<file path="src/hw/ext_int_pkg.sv">
// Package for the dual external interrupt latch block.
// Assumes a 32-bit AXI4-Lite register bus and an 8-bit register layout.
package ext_int_pkg;
	// ----------------------------------------------------------------
	// Register indices; byte address is four times the index
	// ----------------------------------------------------------------
	localparam logic [7:0] IDX_EXT_B = 8'h1C; // ext_int_b_status_control
	localparam logic [7:0] IDX_EXT_A = 8'h1E; // ext_int_a_status_control
	localparam logic [7:0] IDX_BRK_CTRL = 8'h20; // break_flag_control_reg
	localparam logic [7:0] IDX_IRQ_STAT = 8'h21; // sticky event status
	localparam logic [7:0] IDX_IRQ_MASK = 8'h22; // event mask
	// ----------------------------------------------------------------
	// Field positions and reset values
	// ----------------------------------------------------------------
	localparam int PEND_BIT = 3;
	localparam int ACK_BIT = 2;
	localparam int MASK_BIT = 1;
	localparam int SENSE_BIT = 0;
	localparam int PULLUP_BIT = 6;
	localparam int PERMIT_BIT = 0;
	localparam int EVT_A_BIT = 0;
	localparam int EVT_B_BIT = 1;
	localparam logic [7:0] REG_RST = 8'h00;
	localparam logic [1:0] EVT_RST = 2'h0;
	localparam logic PIN_IDLE = 1'b1;
	localparam logic [1:0] RESP_OKAY = 2'h0;
	localparam logic [1:0] RESP_SLVERR = 2'h2;
	localparam logic [31:0] DATA_RST = 32'h0000_0000;

	// Register write carried from the bus port to the register file
	typedef struct packed {
		logic en;
		logic [7:0] addr;
		logic [31:0] data;
		logic [3:0] strb;
	} bus_wr_t;

	// Byte address of a register index
	function automatic logic [7:0] byte_addr(input logic [7:0] idx);
		byte_addr = {idx[5:0], 2'b00};
	endfunction : byte_addr

	// True for an address that some register answers
	function automatic logic addr_mapped(input logic [7:0] a);
		addr_mapped = (a == byte_addr(IDX_EXT_A)) ||
			(a == byte_addr(IDX_EXT_B)) ||
			(a == byte_addr(IDX_BRK_CTRL)) ||
			(a == byte_addr(IDX_IRQ_STAT)) ||
			(a == byte_addr(IDX_IRQ_MASK));
	endfunction : addr_mapped
endpackage : ext_int_pkg

</file>
<file path="src/hw/ext_int_channel.sv">
// One external request channel: edge detect, level sense and latch.
// Assumes the pin is already synchronous to the clock; idle level high.
`timescale 1ns/1ps
`default_nettype none
module ext_int_channel (
	input wire logic sys_clk_i, // Bus clock
	input wire logic rst_i, // Synchronous reset, active high
	input wire logic req_pin_n_i, // Active-low request pin
	input wire logic sense_i, // 1: edge and level, 0: edge only
	input wire logic clear_i, // Qualified acknowledge pulse
	output logic latch_o, // Pending latch
	output logic event_o // Pulse when latch newly sets
);
	import ext_int_pkg::*;

	logic pin_prev_ff;
	logic set_req;

	// ----------------------------------------------------------------
	// Request detection
	// ----------------------------------------------------------------
	// Falling edge always; a held low level only in level mode
	assign set_req = (pin_prev_ff & ~req_pin_n_i) | (sense_i & ~req_pin_n_i);

	// Previous pin level, idle high so reset itself makes no edge
	always_ff @(posedge sys_clk_i) begin
		if (rst_i) begin
			pin_prev_ff <= PIN_IDLE;
		end else begin
			pin_prev_ff <= req_pin_n_i;
		end
	end

	// Latch: only the pin sets it, so break exit restores nothing
	// A request in the clearing cycle wins over the clear
	always_ff @(posedge sys_clk_i) begin
		if (rst_i) begin
			latch_o <= 1'b0;
		end else if (set_req) begin
			latch_o <= 1'b1;
		end else if (clear_i) begin
			latch_o <= 1'b0;
		end
	end

	// New-pending pulse feeds the sticky event status
	always_ff @(posedge sys_clk_i) begin
		if (rst_i) begin
			event_o <= 1'b0;
		end else begin
			event_o <= set_req & ~latch_o;
		end
	end
endmodule : ext_int_channel
`default_nettype wire

</file>
<file path="src/hw/axil_reg_port.sv">
// AXI4-Lite slave port: turns bus transfers into register accesses.
// Assumes one write and one read in flight; read data decoded outside.
`timescale 1ns/1ps
`default_nettype none
module axil_reg_port #(
	parameter int ADDR_W = 8 // Byte address width
) (
	input wire logic sys_clk_i, // Bus clock
	input wire logic rst_i, // Synchronous reset, active high
	input wire logic [ADDR_W-1:0] awaddr_i, // Write address
	input wire logic awvalid_i, // Write address valid
	output logic awready_o, // Write address ready
	input wire logic [31:0] wdata_i, // Write data
	input wire logic [3:0] wstrb_i, // Write byte strobes
	input wire logic wvalid_i, // Write data valid
	output logic wready_o, // Write data ready
	output logic [1:0] bresp_o, // Write response
	output logic bvalid_o, // Write response valid
	input wire logic bready_i, // Write response ready
	input wire logic arvalid_i, // Read address valid
	output logic arready_o, // Read address ready
	input wire logic [31:0] rd_data_i, // Decoded data of araddr
	input wire logic rd_ok_i, // araddr is mapped
	output logic [31:0] rdata_o, // Read data
	output logic [1:0] rresp_o, // Read response
	output logic rvalid_o, // Read data valid
	input wire logic rready_i, // Read data ready
	output ext_int_pkg::bus_wr_t wr_o // Register write, one cycle
);
	import ext_int_pkg::*;

	typedef enum logic {
		RD_IDLE = 1'b0,
		RD_RESP = 1'b1
	} rd_state_t;

	rd_state_t rd_state_ff;
	logic aw_held_ff;
	logic w_held_ff;
	logic [7:0] aw_addr_ff;
	logic [31:0] w_data_ff;
	logic [3:0] w_strb_ff;
	logic commit;

	// Only an 8-bit byte address is decoded; refused at elaboration
	if (ADDR_W != 8) begin : g_addr_w_check
		$error("axil_reg_port: ADDR_W must be 8");
	end

	// ----------------------------------------------------------------
	// Write channel
	// ----------------------------------------------------------------
	// Waits for the previous response so one write is in flight
	assign commit = aw_held_ff & w_held_ff & ~bvalid_o & ~wr_o.en;

	// Address and data are taken in either order and held
	always_ff @(posedge sys_clk_i) begin
		if (rst_i) begin
			aw_held_ff <= 1'b0;
			awready_o <= 1'b1;
			aw_addr_ff <= REG_RST;
		end else if (awvalid_i && awready_o) begin
			aw_held_ff <= 1'b1;
			awready_o <= 1'b0;
			aw_addr_ff <= awaddr_i[7:0];
		end else if (commit) begin
			aw_held_ff <= 1'b0;
			awready_o <= 1'b1;
		end
	end

	always_ff @(posedge sys_clk_i) begin
		if (rst_i) begin
			w_held_ff <= 1'b0;
			wready_o <= 1'b1;
			w_data_ff <= DATA_RST;
			w_strb_ff <= 4'h0;
		end else if (wvalid_i && wready_o) begin
			w_held_ff <= 1'b1;
			wready_o <= 1'b0;
			w_data_ff <= wdata_i;
			w_strb_ff <= wstrb_i;
		end else if (commit) begin
			w_held_ff <= 1'b0;
			wready_o <= 1'b1;
		end
	end

	// Register update and response rise on the same edge
	always_ff @(posedge sys_clk_i) begin
		if (rst_i) begin
			wr_o <= '0;
			bvalid_o <= 1'b0;
			bresp_o <= RESP_OKAY;
		end else begin
			wr_o.en <= commit;
			wr_o.addr <= aw_addr_ff;
			wr_o.data <= w_data_ff;
			wr_o.strb <= w_strb_ff;
			if (wr_o.en) begin
				bvalid_o <= 1'b1;
				bresp_o <= addr_mapped(wr_o.addr) ? RESP_OKAY : RESP_SLVERR;
			end else if (bready_i) begin
				bvalid_o <= 1'b0;
			end
		end
	end

	// ----------------------------------------------------------------
	// Read channel
	// ----------------------------------------------------------------
	// Data is sampled at the address handshake; reads have no side effect
	always_ff @(posedge sys_clk_i) begin
		if (rst_i) begin
			rd_state_ff <= RD_IDLE;
			arready_o <= 1'b1;
			rvalid_o <= 1'b0;
			rdata_o <= DATA_RST;
			rresp_o <= RESP_OKAY;
		end else begin
			case (rd_state_ff)
				RD_IDLE: begin
					if (arvalid_i) begin
						rd_state_ff <= RD_RESP;
						arready_o <= 1'b0;
						rvalid_o <= 1'b1;
						rdata_o <= rd_data_i;
						rresp_o <= rd_ok_i ? RESP_OKAY : RESP_SLVERR;
					end
				end
				RD_RESP: begin
					if (rready_i) begin
						rd_state_ff <= RD_IDLE;
						arready_o <= 1'b1;
						rvalid_o <= 1'b0;
					end
				end
				default: begin
					rd_state_ff <= RD_IDLE;
				end
			endcase
		end
	end
endmodule : axil_reg_port
`default_nettype wire

</file>
<file path="src/hw/dual_ext_int_latch.sv">
// Dual external interrupt latch with AXI4-Lite register access.
// Assumes pins synchronous to sys_clk_i and a break-state level input.
//
// What this block does
// - Permitted acknowledge clears latch during break
// - Latch cleared in break stays cleared
// - Without permit, break acknowledge changes nothing
// - Per-channel registers at indices 1E, 1C
// - Read-only pending flag shows latch state
// - Acknowledge write of one clears latch
// - Mask bit one blocks CPU request
// - Sense bit selects edge or edge-level
// - Second channel bit disables pin pullup
`timescale 1ns/1ps
`default_nettype none
module dual_ext_int_latch (
	input wire logic sys_clk_i, // Bus clock, 125 MHz
	input wire logic rst_i, // Synchronous reset, active high
	input wire logic ext_request_a_pin_n_i, // Channel A request, low
	input wire logic ext_request_b_pin_n_i, // Channel B request, low
	input wire logic break_state_i, // Processor in break state
	output logic irq_req_a_o, // Channel A request to CPU
	output logic irq_req_b_o, // Channel B request to CPU
	output logic pullup_b_disable_o, // Channel B pullup off
	output logic irq_o, // Summary event interrupt
	input wire logic [7:0] s_axi_awaddr_i, // AXI write address
	input wire logic s_axi_awvalid_i, // AXI write address valid
	output logic s_axi_awready_o, // AXI write address ready
	input wire logic [31:0] s_axi_wdata_i, // AXI write data
	input wire logic [3:0] s_axi_wstrb_i, // AXI write strobes
	input wire logic s_axi_wvalid_i, // AXI write data valid
	output logic s_axi_wready_o, // AXI write data ready
	output logic [1:0] s_axi_bresp_o, // AXI write response
	output logic s_axi_bvalid_o, // AXI write response valid
	input wire logic s_axi_bready_i, // AXI write response ready
	input wire logic [7:0] s_axi_araddr_i, // AXI read address
	input wire logic s_axi_arvalid_i, // AXI read address valid
	output logic s_axi_arready_o, // AXI read address ready
	output logic [31:0] s_axi_rdata_o, // AXI read data
	output logic [1:0] s_axi_rresp_o, // AXI read response
	output logic s_axi_rvalid_o, // AXI read data valid
	input wire logic s_axi_rready_i // AXI read data ready
);
	import ext_int_pkg::*;

	bus_wr_t wr;
	logic [31:0] rd_data;
	logic wr_a;
	logic wr_b;
	logic ack_ok;
	logic clr_a;
	logic clr_b;
	logic latch_a;
	logic latch_b;
	logic evt_a;
	logic evt_b;
	logic mask_a_ff;
	logic mask_b_ff;
	logic sense_a_ff;
	logic sense_b_ff;
	logic permit_ff;
	logic [1:0] evt_stat_ff;
	logic [1:0] evt_mask_ff;

	// ----------------------------------------------------------------
	// Bus port and channels
	// ----------------------------------------------------------------
	axil_reg_port #(
		.ADDR_W(8)
	) u_port (
		.sys_clk_i(sys_clk_i),
		.rst_i(rst_i),
		.awaddr_i(s_axi_awaddr_i),
		.awvalid_i(s_axi_awvalid_i),
		.awready_o(s_axi_awready_o),
		.wdata_i(s_axi_wdata_i),
		.wstrb_i(s_axi_wstrb_i),
		.wvalid_i(s_axi_wvalid_i),
		.wready_o(s_axi_wready_o),
		.bresp_o(s_axi_bresp_o),
		.bvalid_o(s_axi_bvalid_o),
		.bready_i(s_axi_bready_i),
		.arvalid_i(s_axi_arvalid_i),
		.arready_o(s_axi_arready_o),
		.rd_data_i(rd_data),
		.rd_ok_i(addr_mapped(s_axi_araddr_i)),
		.rdata_o(s_axi_rdata_o),
		.rresp_o(s_axi_rresp_o),
		.rvalid_o(s_axi_rvalid_o),
		.rready_i(s_axi_rready_i),
		.wr_o(wr)
	);

	ext_int_channel u_chan_a (
		.sys_clk_i(sys_clk_i),
		.rst_i(rst_i),
		.req_pin_n_i(ext_request_a_pin_n_i),
		.sense_i(sense_a_ff),
		.clear_i(clr_a),
		.latch_o(latch_a),
		.event_o(evt_a)
	);

	ext_int_channel u_chan_b (
		.sys_clk_i(sys_clk_i),
		.rst_i(rst_i),
		.req_pin_n_i(ext_request_b_pin_n_i),
		.sense_i(sense_b_ff),
		.clear_i(clr_b),
		.latch_o(latch_b),
		.event_o(evt_b)
	);

	// ----------------------------------------------------------------
	// Write decode and acknowledge qualification
	// ----------------------------------------------------------------
	// Only byte lane 0 carries the 8-bit registers
	assign wr_a = wr.en && wr.strb[0] && wr.addr == byte_addr(IDX_EXT_A);
	assign wr_b = wr.en && wr.strb[0] && wr.addr == byte_addr(IDX_EXT_B);
	// In break, acknowledge only acts when permitted
	assign ack_ok = ~break_state_i | permit_ff;
	assign clr_a = wr_a & wr.data[ACK_BIT] & ack_ok;
	assign clr_b = wr_b & wr.data[ACK_BIT] & ack_ok;

	// Channel control bits; acknowledge is not stored
	always_ff @(posedge sys_clk_i) begin
		if (rst_i) begin
			mask_a_ff <= 1'b0;
			sense_a_ff <= 1'b0;
		end else if (wr_a) begin
			mask_a_ff <= wr.data[MASK_BIT];
			sense_a_ff <= wr.data[SENSE_BIT];
		end
	end

	always_ff @(posedge sys_clk_i) begin
		if (rst_i) begin
			mask_b_ff <= 1'b0;
			sense_b_ff <= 1'b0;
			pullup_b_disable_o <= 1'b0;
		end else if (wr_b) begin
			mask_b_ff <= wr.data[MASK_BIT];
			sense_b_ff <= wr.data[SENSE_BIT];
			pullup_b_disable_o <= wr.data[PULLUP_BIT];
		end
	end

	// Break permit and event mask registers
	always_ff @(posedge sys_clk_i) begin
		if (rst_i) begin
			permit_ff <= 1'b0;
			evt_mask_ff <= EVT_RST;
		end else if (wr.en && wr.strb[0]) begin
			if (wr.addr == byte_addr(IDX_BRK_CTRL)) begin
				permit_ff <= wr.data[PERMIT_BIT];
			end
			if (wr.addr == byte_addr(IDX_IRQ_MASK)) begin
				evt_mask_ff <= wr.data[1:0];
			end
		end
	end

	// Sticky events: a new event beats a write-one clear
	always_ff @(posedge sys_clk_i) begin
		if (rst_i) begin
			evt_stat_ff <= EVT_RST;
		end else begin
			if (wr.en && wr.strb[0] && wr.addr == byte_addr(IDX_IRQ_STAT)) begin
				evt_stat_ff <= (evt_stat_ff & ~wr.data[1:0]) | {evt_b, evt_a};
			end else begin
				evt_stat_ff <= evt_stat_ff | {evt_b, evt_a};
			end
		end
	end

	// ----------------------------------------------------------------
	// Outputs
	// ----------------------------------------------------------------
	// CPU requests follow the latch gated by the mask
	// One cycle of lag keeps every output straight from a flop
	always_ff @(posedge sys_clk_i) begin
		if (rst_i) begin
			irq_req_a_o <= 1'b0;
			irq_req_b_o <= 1'b0;
			irq_o <= 1'b0;
		end else begin
			irq_req_a_o <= latch_a & ~mask_a_ff;
			irq_req_b_o <= latch_b & ~mask_b_ff;
			irq_o <= |(evt_stat_ff & evt_mask_ff);
		end
	end

	// ----------------------------------------------------------------
	// Read decode
	// ----------------------------------------------------------------
	// Acknowledge and unused bits read zero
	always_comb begin
		rd_data = DATA_RST;
		if (s_axi_araddr_i == byte_addr(IDX_EXT_A)) begin
			rd_data[PEND_BIT] = latch_a;
			rd_data[MASK_BIT] = mask_a_ff;
			rd_data[SENSE_BIT] = sense_a_ff;
		end else if (s_axi_araddr_i == byte_addr(IDX_EXT_B)) begin
			rd_data[PULLUP_BIT] = pullup_b_disable_o;
			rd_data[PEND_BIT] = latch_b;
			rd_data[MASK_BIT] = mask_b_ff;
			rd_data[SENSE_BIT] = sense_b_ff;
		end else if (s_axi_araddr_i == byte_addr(IDX_BRK_CTRL)) begin
			rd_data[PERMIT_BIT] = permit_ff;
		end else if (s_axi_araddr_i == byte_addr(IDX_IRQ_STAT)) begin
			rd_data[1:0] = evt_stat_ff;
		end else if (s_axi_araddr_i == byte_addr(IDX_IRQ_MASK)) begin
			rd_data[1:0] = evt_mask_ff;
		end
	end
endmodule : dual_ext_int_latch
`default_nettype wire

</file>
<file path="config.mk">
export PLATFORM = sky130hd
export DESIGN_NAME = dual_ext_int_latch
export DESIGN_NICKNAME = d
export VERILOG_FILES = /design/src/hw/ext_int_pkg.sv /design/src/hw/ext_int_channel.sv /design/src/hw/axil_reg_port.sv /design/src/hw/dual_ext_int_latch.sv
export SDC_FILE = /design/constraint.sdc
export NUM_CORES = 1
export LEC_CHECK = 0
export BUFFER_PORTS_ARGS = -buffer_cell sky130_fd_sc_hd__buf_2
export CORE_UTILIZATION = 40
export DETAILED_ROUTE_END_ITERATION = 10
export PLACE_DENSITY = 0.72
export SLEW_MARGIN = 0
export SYNTH_ARGS = -nofsm -noshare
export SYNTH_HDL_FRONTEND = slang
export SYNTH_SLANG_ARGS = --single-unit
</file>
<file path="constraint.sdc">
create_clock -name sys_clk_i -period 1.85 [get_ports sys_clk_i]
set_input_delay 0.37 -clock sys_clk_i [delete_from_list [all_inputs] [get_ports sys_clk_i]]
set_output_delay 0.37 -clock sys_clk_i [all_outputs]
set_load 0.02 [all_outputs]
</file>
=== Word level (Yosys, flattened, before mapping) ===
Index checks and enable logic that the tools add are counted.
W data, S select, Z words.

* Bits in registers: 68
* Input bits: 62
* Word-level logic and storage cells: 138

* Equality and inequality tests: 12
* Muxes and demuxes: 34
* Bitwise operators: 33
* Reduce and logical (&&, ||, !) cells: 24

{| class="wikitable"
|+ Operators by type and width
! operator !! count
|-
| $eq A8 B8 Y1 const B || 6
|-
| $eq A8 B7 Y1 const B || 4
|-
| $mux W1 || 24
|-
| $and A1 B1 Y1 || 15
|-
| $mux W2 || 7
|-
| $not A1 Y1 || 10
|-
| $reduce_bool A2 Y1 || 5
|-
| $logic_or A1 B1 Y1 || 8
|-
| $reduce_and A2 Y1 || 4
|-
| $logic_and A1 B1 Y1 || 6
|-
| $pmux W1 S2 || 3
|-
| $and A2 B2 Y2 || 2
|-
| $ne A2 B2 Y1 const B || 2
|-
| $or A2 B2 Y2 || 2
|-
| $or A1 B1 Y1 || 3
|-
| $not A2 Y2 || 1
|-
| $reduce_or A2 Y1 || 1
|}

=== Longest topological paths before layout ===
* Depth in word-level cells: 6
* Mapped depth: 5

=== Modules after synthesis ===
A second synthesis with hierarchy kept.

* Cells, all modules: 570
* Area total of the unflattened synthesis: 5154.9 µm²

{| class="wikitable"
|+ By module, submodules not included
! module !! instances !! cells an instance !! area an instance (µm²)
|-
| axil_reg_port || 1 || 472 || 4245.3
|-
| dual_ext_int_latch || 1 || 82 || 719.4
|-
| ext_int_channel || 2 || 8 || 95.1
|}

=== Worst setup path before layout ===
No wires, ideal clock.

* Kind: flip-flop to flip-flop
* Start: reg u_port.wr_o[41] (netlist name)
* End: reg evt_mask_ff[0]
* Arrival: 1537 ps
* Data required time: 1722 ps
* Path slack: 186 ps
* Cell stages (with the launch flop): 5
* Period minus slack after synthesis: 1664 ps
* Path through: dfxtp_1 -> or4b_4 -> or4_4 -> mux2i_1 -> nor2_1

* Word-level cells in the longest chain between the ends: 2

{| class="wikitable"
|+ RTL lines
! what !! RTL line !! source
|-
| start, declared || axil_reg_port.sv:28 || <nowiki>output ext_int_pkg::bus_wr_t wr_o</nowiki>
|-
| $eq A8 B8 Y1 || dual_ext_int_latch.sv:157 || <nowiki>if (wr.addr == byte_addr(IDX_IRQ_MASK)) begin</nowiki>
|-
| $reduce_and A2 Y1 (no source line) || n/a ||
|-
| end signal, assigned || dual_ext_int_latch.sv:158 || <nowiki>evt_mask_ff <= wr.data[1:0];</nowiki>
|-
| end, declared || dual_ext_int_latch.sv:63 || <nowiki>logic [1:0] evt_mask_ff;</nowiki>
|}

No other way between the ends.
A chain may end at the register's enable or synchronous reset.

=== Worst setup path in the final report ===
Ends and elaborated chain as after synthesis.

==> impl_metrics.toml <==
[run_status]
status = "finished, final reports clean"

[placed_design]
dp_hpwl_mm = 3.131
pre_cts_slack_ps = 42.61
numPortBuffers = 45
gp_congestion = 0.7402
placed_cells = 377

[clocking]
cts_tree = "done"
ctsResizeCount = 0
cts_max_level = 3
clockRootBuffer = "clkbuf_8"
path_clk_slew_ps = 60
hold_buffers = 0
cts_setup_buffers = 0
cts_made_buffers = 9
insertion_delay_ps = 340
clock-sinks = 60
cts_buffer_depth = 2

[final_layout]
area_growth_pct = 17.05
drive_above_1_share_pct = 22.12
layout_commonest_cell = "dfxtp_1"
final_cell_mix = "60 x dfxtp_1, 45 x buf_2, 30 x conb_1, 27 x nand2_1, 26 x nor2_1"
n_antenna_cell = 0
fin_cells = 393
nNetsFinal = 378
fin_util_pct = 49.96

[synth]
ys_ff_latch = 60
syn_inst = 267
yosysSeqAreaShare_pct = 49.59
synthTopCellsByArea = "dfxtp_1 50%, buf_4 9.3%, a21oi_1 5.0%, nand2_1 4.2%, mux2i_1 4.1%"
ys_types = 38
postSynthAreaPerCell_um2 = 9.072
synth_warnings = 0
yosysTopAreaCell = "dfxtp_1"
yosysTopAreaCellShare_pct = 49.59
syn_area_mm2 = 0.002422

[setup_path]
critical_path.max_fanout = 4
crit_buf_inv = 0
worstPathRequired_ps = 2060
cp-end-kind = "flip-flop"
critPathLaunchType = "flip-flop"
critPathKind = "reg -> reg"
crit_chain = "or4b_4 -> or4_4 -> mux2i_1 -> nor2_1"
r2r_start = "u_port.wr_o[41]$_SDFF_PP0_"
reg2reg_to = "evt_mask_ff[0]$_SDFFE_PP0P_"
r2r_cells = 4
slowest_stage = "or4b_4"
crit_path_max_incr_delay_ps = 550
rrSetupSlack_ps = 90
critPathTopFamily = "simple AND/OR/NAND/NOR gates"
worstPathArrival_ps = 1970

[min_path]
whs_path_depth = 2
hold_start = "s_axi_rready_i"
hold-path-endpoint = "u_port.rd_state_ff$_SDFF_PP0_"
hold_path.class = "in -> reg"

[die]
io_pins = 107
die_area_mm2 = 0.006371
dieWidth_um = 79.82
core_area_mm2 = 0.005675
fp-row-count = 27
die_h_um = 79.82
start_util_pct = 42.68

[detailed_routing]
drt-met1-wl_mm = 1.995
drt_iter0_markers = 52
postRouteAntennaNets = 0
drc_errors = 0
met2WireLength_mm = 1.942
via_per_inst = 4.687
wl_per_cell_um = 10.92
totalWireLength_mm = 4.292
vias = 1842
wl_met3_um = 269
dr.pass1.iters = 4
highest_layer = "met4"

[timing]
drv_slew = 0
period_minus_slack_ps = 1758
fmax_ghz = 0.5690
skew_ps = 7.683
hold_viol_final = 0
setup_viol = 0
rsz0062_at_grt = "false"
min_period_over_period_pct = 95.00
relSlewSlack_pct = 58.49
fin_tns_setup_ps = 0
worst_slack_ps = 92.45
tightest_slew_ps = 617.0

[global_route]
gr-total-overflow = 0
antenna_found_initial = 0
grt_pass1_vias = 1505
grtUsageTotal_pct = 14.79
grt_pass1_wl_mm = 6.879
grt_max_degree = 31

[power]
p_leak_nw = 1.276
ir_drop_mv = 0.6048
p_per_area_mw_per_mm2 = 1028

[run]
cap_viol_max_count = 0
-- state kept, by name, summed over array words and instances (netlist names), 2 cells and up --
register           cells
evt_mask_ff            2
u_port.rdata_o         4
evt_stat_ff            2
u_port.aw_addr_ff      8
u_port.w_data_ff       4
u_port.wr_o           14
-- Yosys cell counts (all sizes together) --
cell type  instances
nor2b             15
inv                6
a32oi              1
nand3              6
or4b               2
o211ai             1
nand4              2
and3               4
nand3b             1
nand2             27
a22oi              3
nor3               2
mux2               2
o21bai             1
or4                2
o21ai              8
a311oi             2
and2               1
nand2b             2
nor4               4
a21oi             24
and4b              1
or2                4
buf               30
nor2              26
mux2i             10
conb               1
a2111oi            1
nor3b              3
nand4b             2
clkbuf             8
nand4bb            1
nor4b              1
dfxtp             60
o211a              1
a211oi             2
-- worst max path at each step --
| stage | startpoint | end | slack (ps) | cells after the start |
|---|---|---|---|---|
| 3_5_place_dp | s_axi_araddr_i[6] | u_port.rdata_o[0]$_SDFFE_PP0P_ | 40 | 5 |
| 4_1_cts | u_port.wr_o[41]$_SDFF_PP0_ | evt_mask_ff[0]$_SDFFE_PP0P_ | 80 | 4 |
| 2_1_floorplan | u_port.wr_o[41]$_SDFF_PP0_ | evt_mask_ff[0]$_SDFFE_PP0P_ | 190 | 4 |
| 5_1_grt | u_port.wr_o[41]$_SDFF_PP0_ | evt_mask_ff[0]$_SDFFE_PP0P_ | 20 | 4 |
| 3_3_place_gp | s_axi_araddr_i[6] | u_port.rdata_o[0]$_SDFFE_PP0P_ | 100 | 5 |
| 6_report | u_port.wr_o[41]$_SDFF_PP0_ | evt_mask_ff[0]$_SDFFE_PP0P_ | 90 | 4 |
-- where the power goes --
part	internal, mW	switching (mW)	leakage [nW]
clock	0.788	0.483	0.113
combinational	0.0897	0.165	0.672
sequential	1.35	0.0376	0.491
-- final cells by class --
type | count | area, um^2
Tap cell | 72 | 90.09
Inverter | 6 | 22.52
Fill cell | 570 | 2840
Sequential cell | 60 | 1201
Timing Repair Buffer | 47 | 252.7
Clock buffer | 11 | 141.4
Clock inverter | 5 | 75.07
Multi-Input combinational cell | 192 | 1052
-- metal layers --
layer  up-vias  global-route usage, %
li1        959                      -
met1       817                  17.70
met2        58                  21.54
met3         8                  6.857
met4         0                  8.571
met5         -                      0
-- through the flow --
step,total power [mW],area [um^2],hold slack (ps)
after floorplan,1.641,2531,413.0
after global placement,1.668,2619,426.2
after detailed placement,1.674,2619,432.8
after CTS,2.946,2835,214.2
after global routing,3.050,2835,241.9
final,2.915,2835,232.3
-- worst reg2reg max path, delay by kind of cell (launching register included) --
family / cells / cell delay, ps
flops: 1 / 320
mux: 1 / 180
simple gates: 3 / 1120
-- kinds of logic (layout without fill, tap and decap cells) --
group                  Yosys count  in the layout  share of synthesized area [%]
AOI/OAI and AO/OA               44             44                          10.64
buffers and inverters           44             69                          11.47
DFF                             60             60                          49.59
muxes                           12             12                          5.062
other                            1             30                         0.1548
and+or+nand+nor                106            106                          23.09
Note: power is estimated with default switching activity, not from simulation.
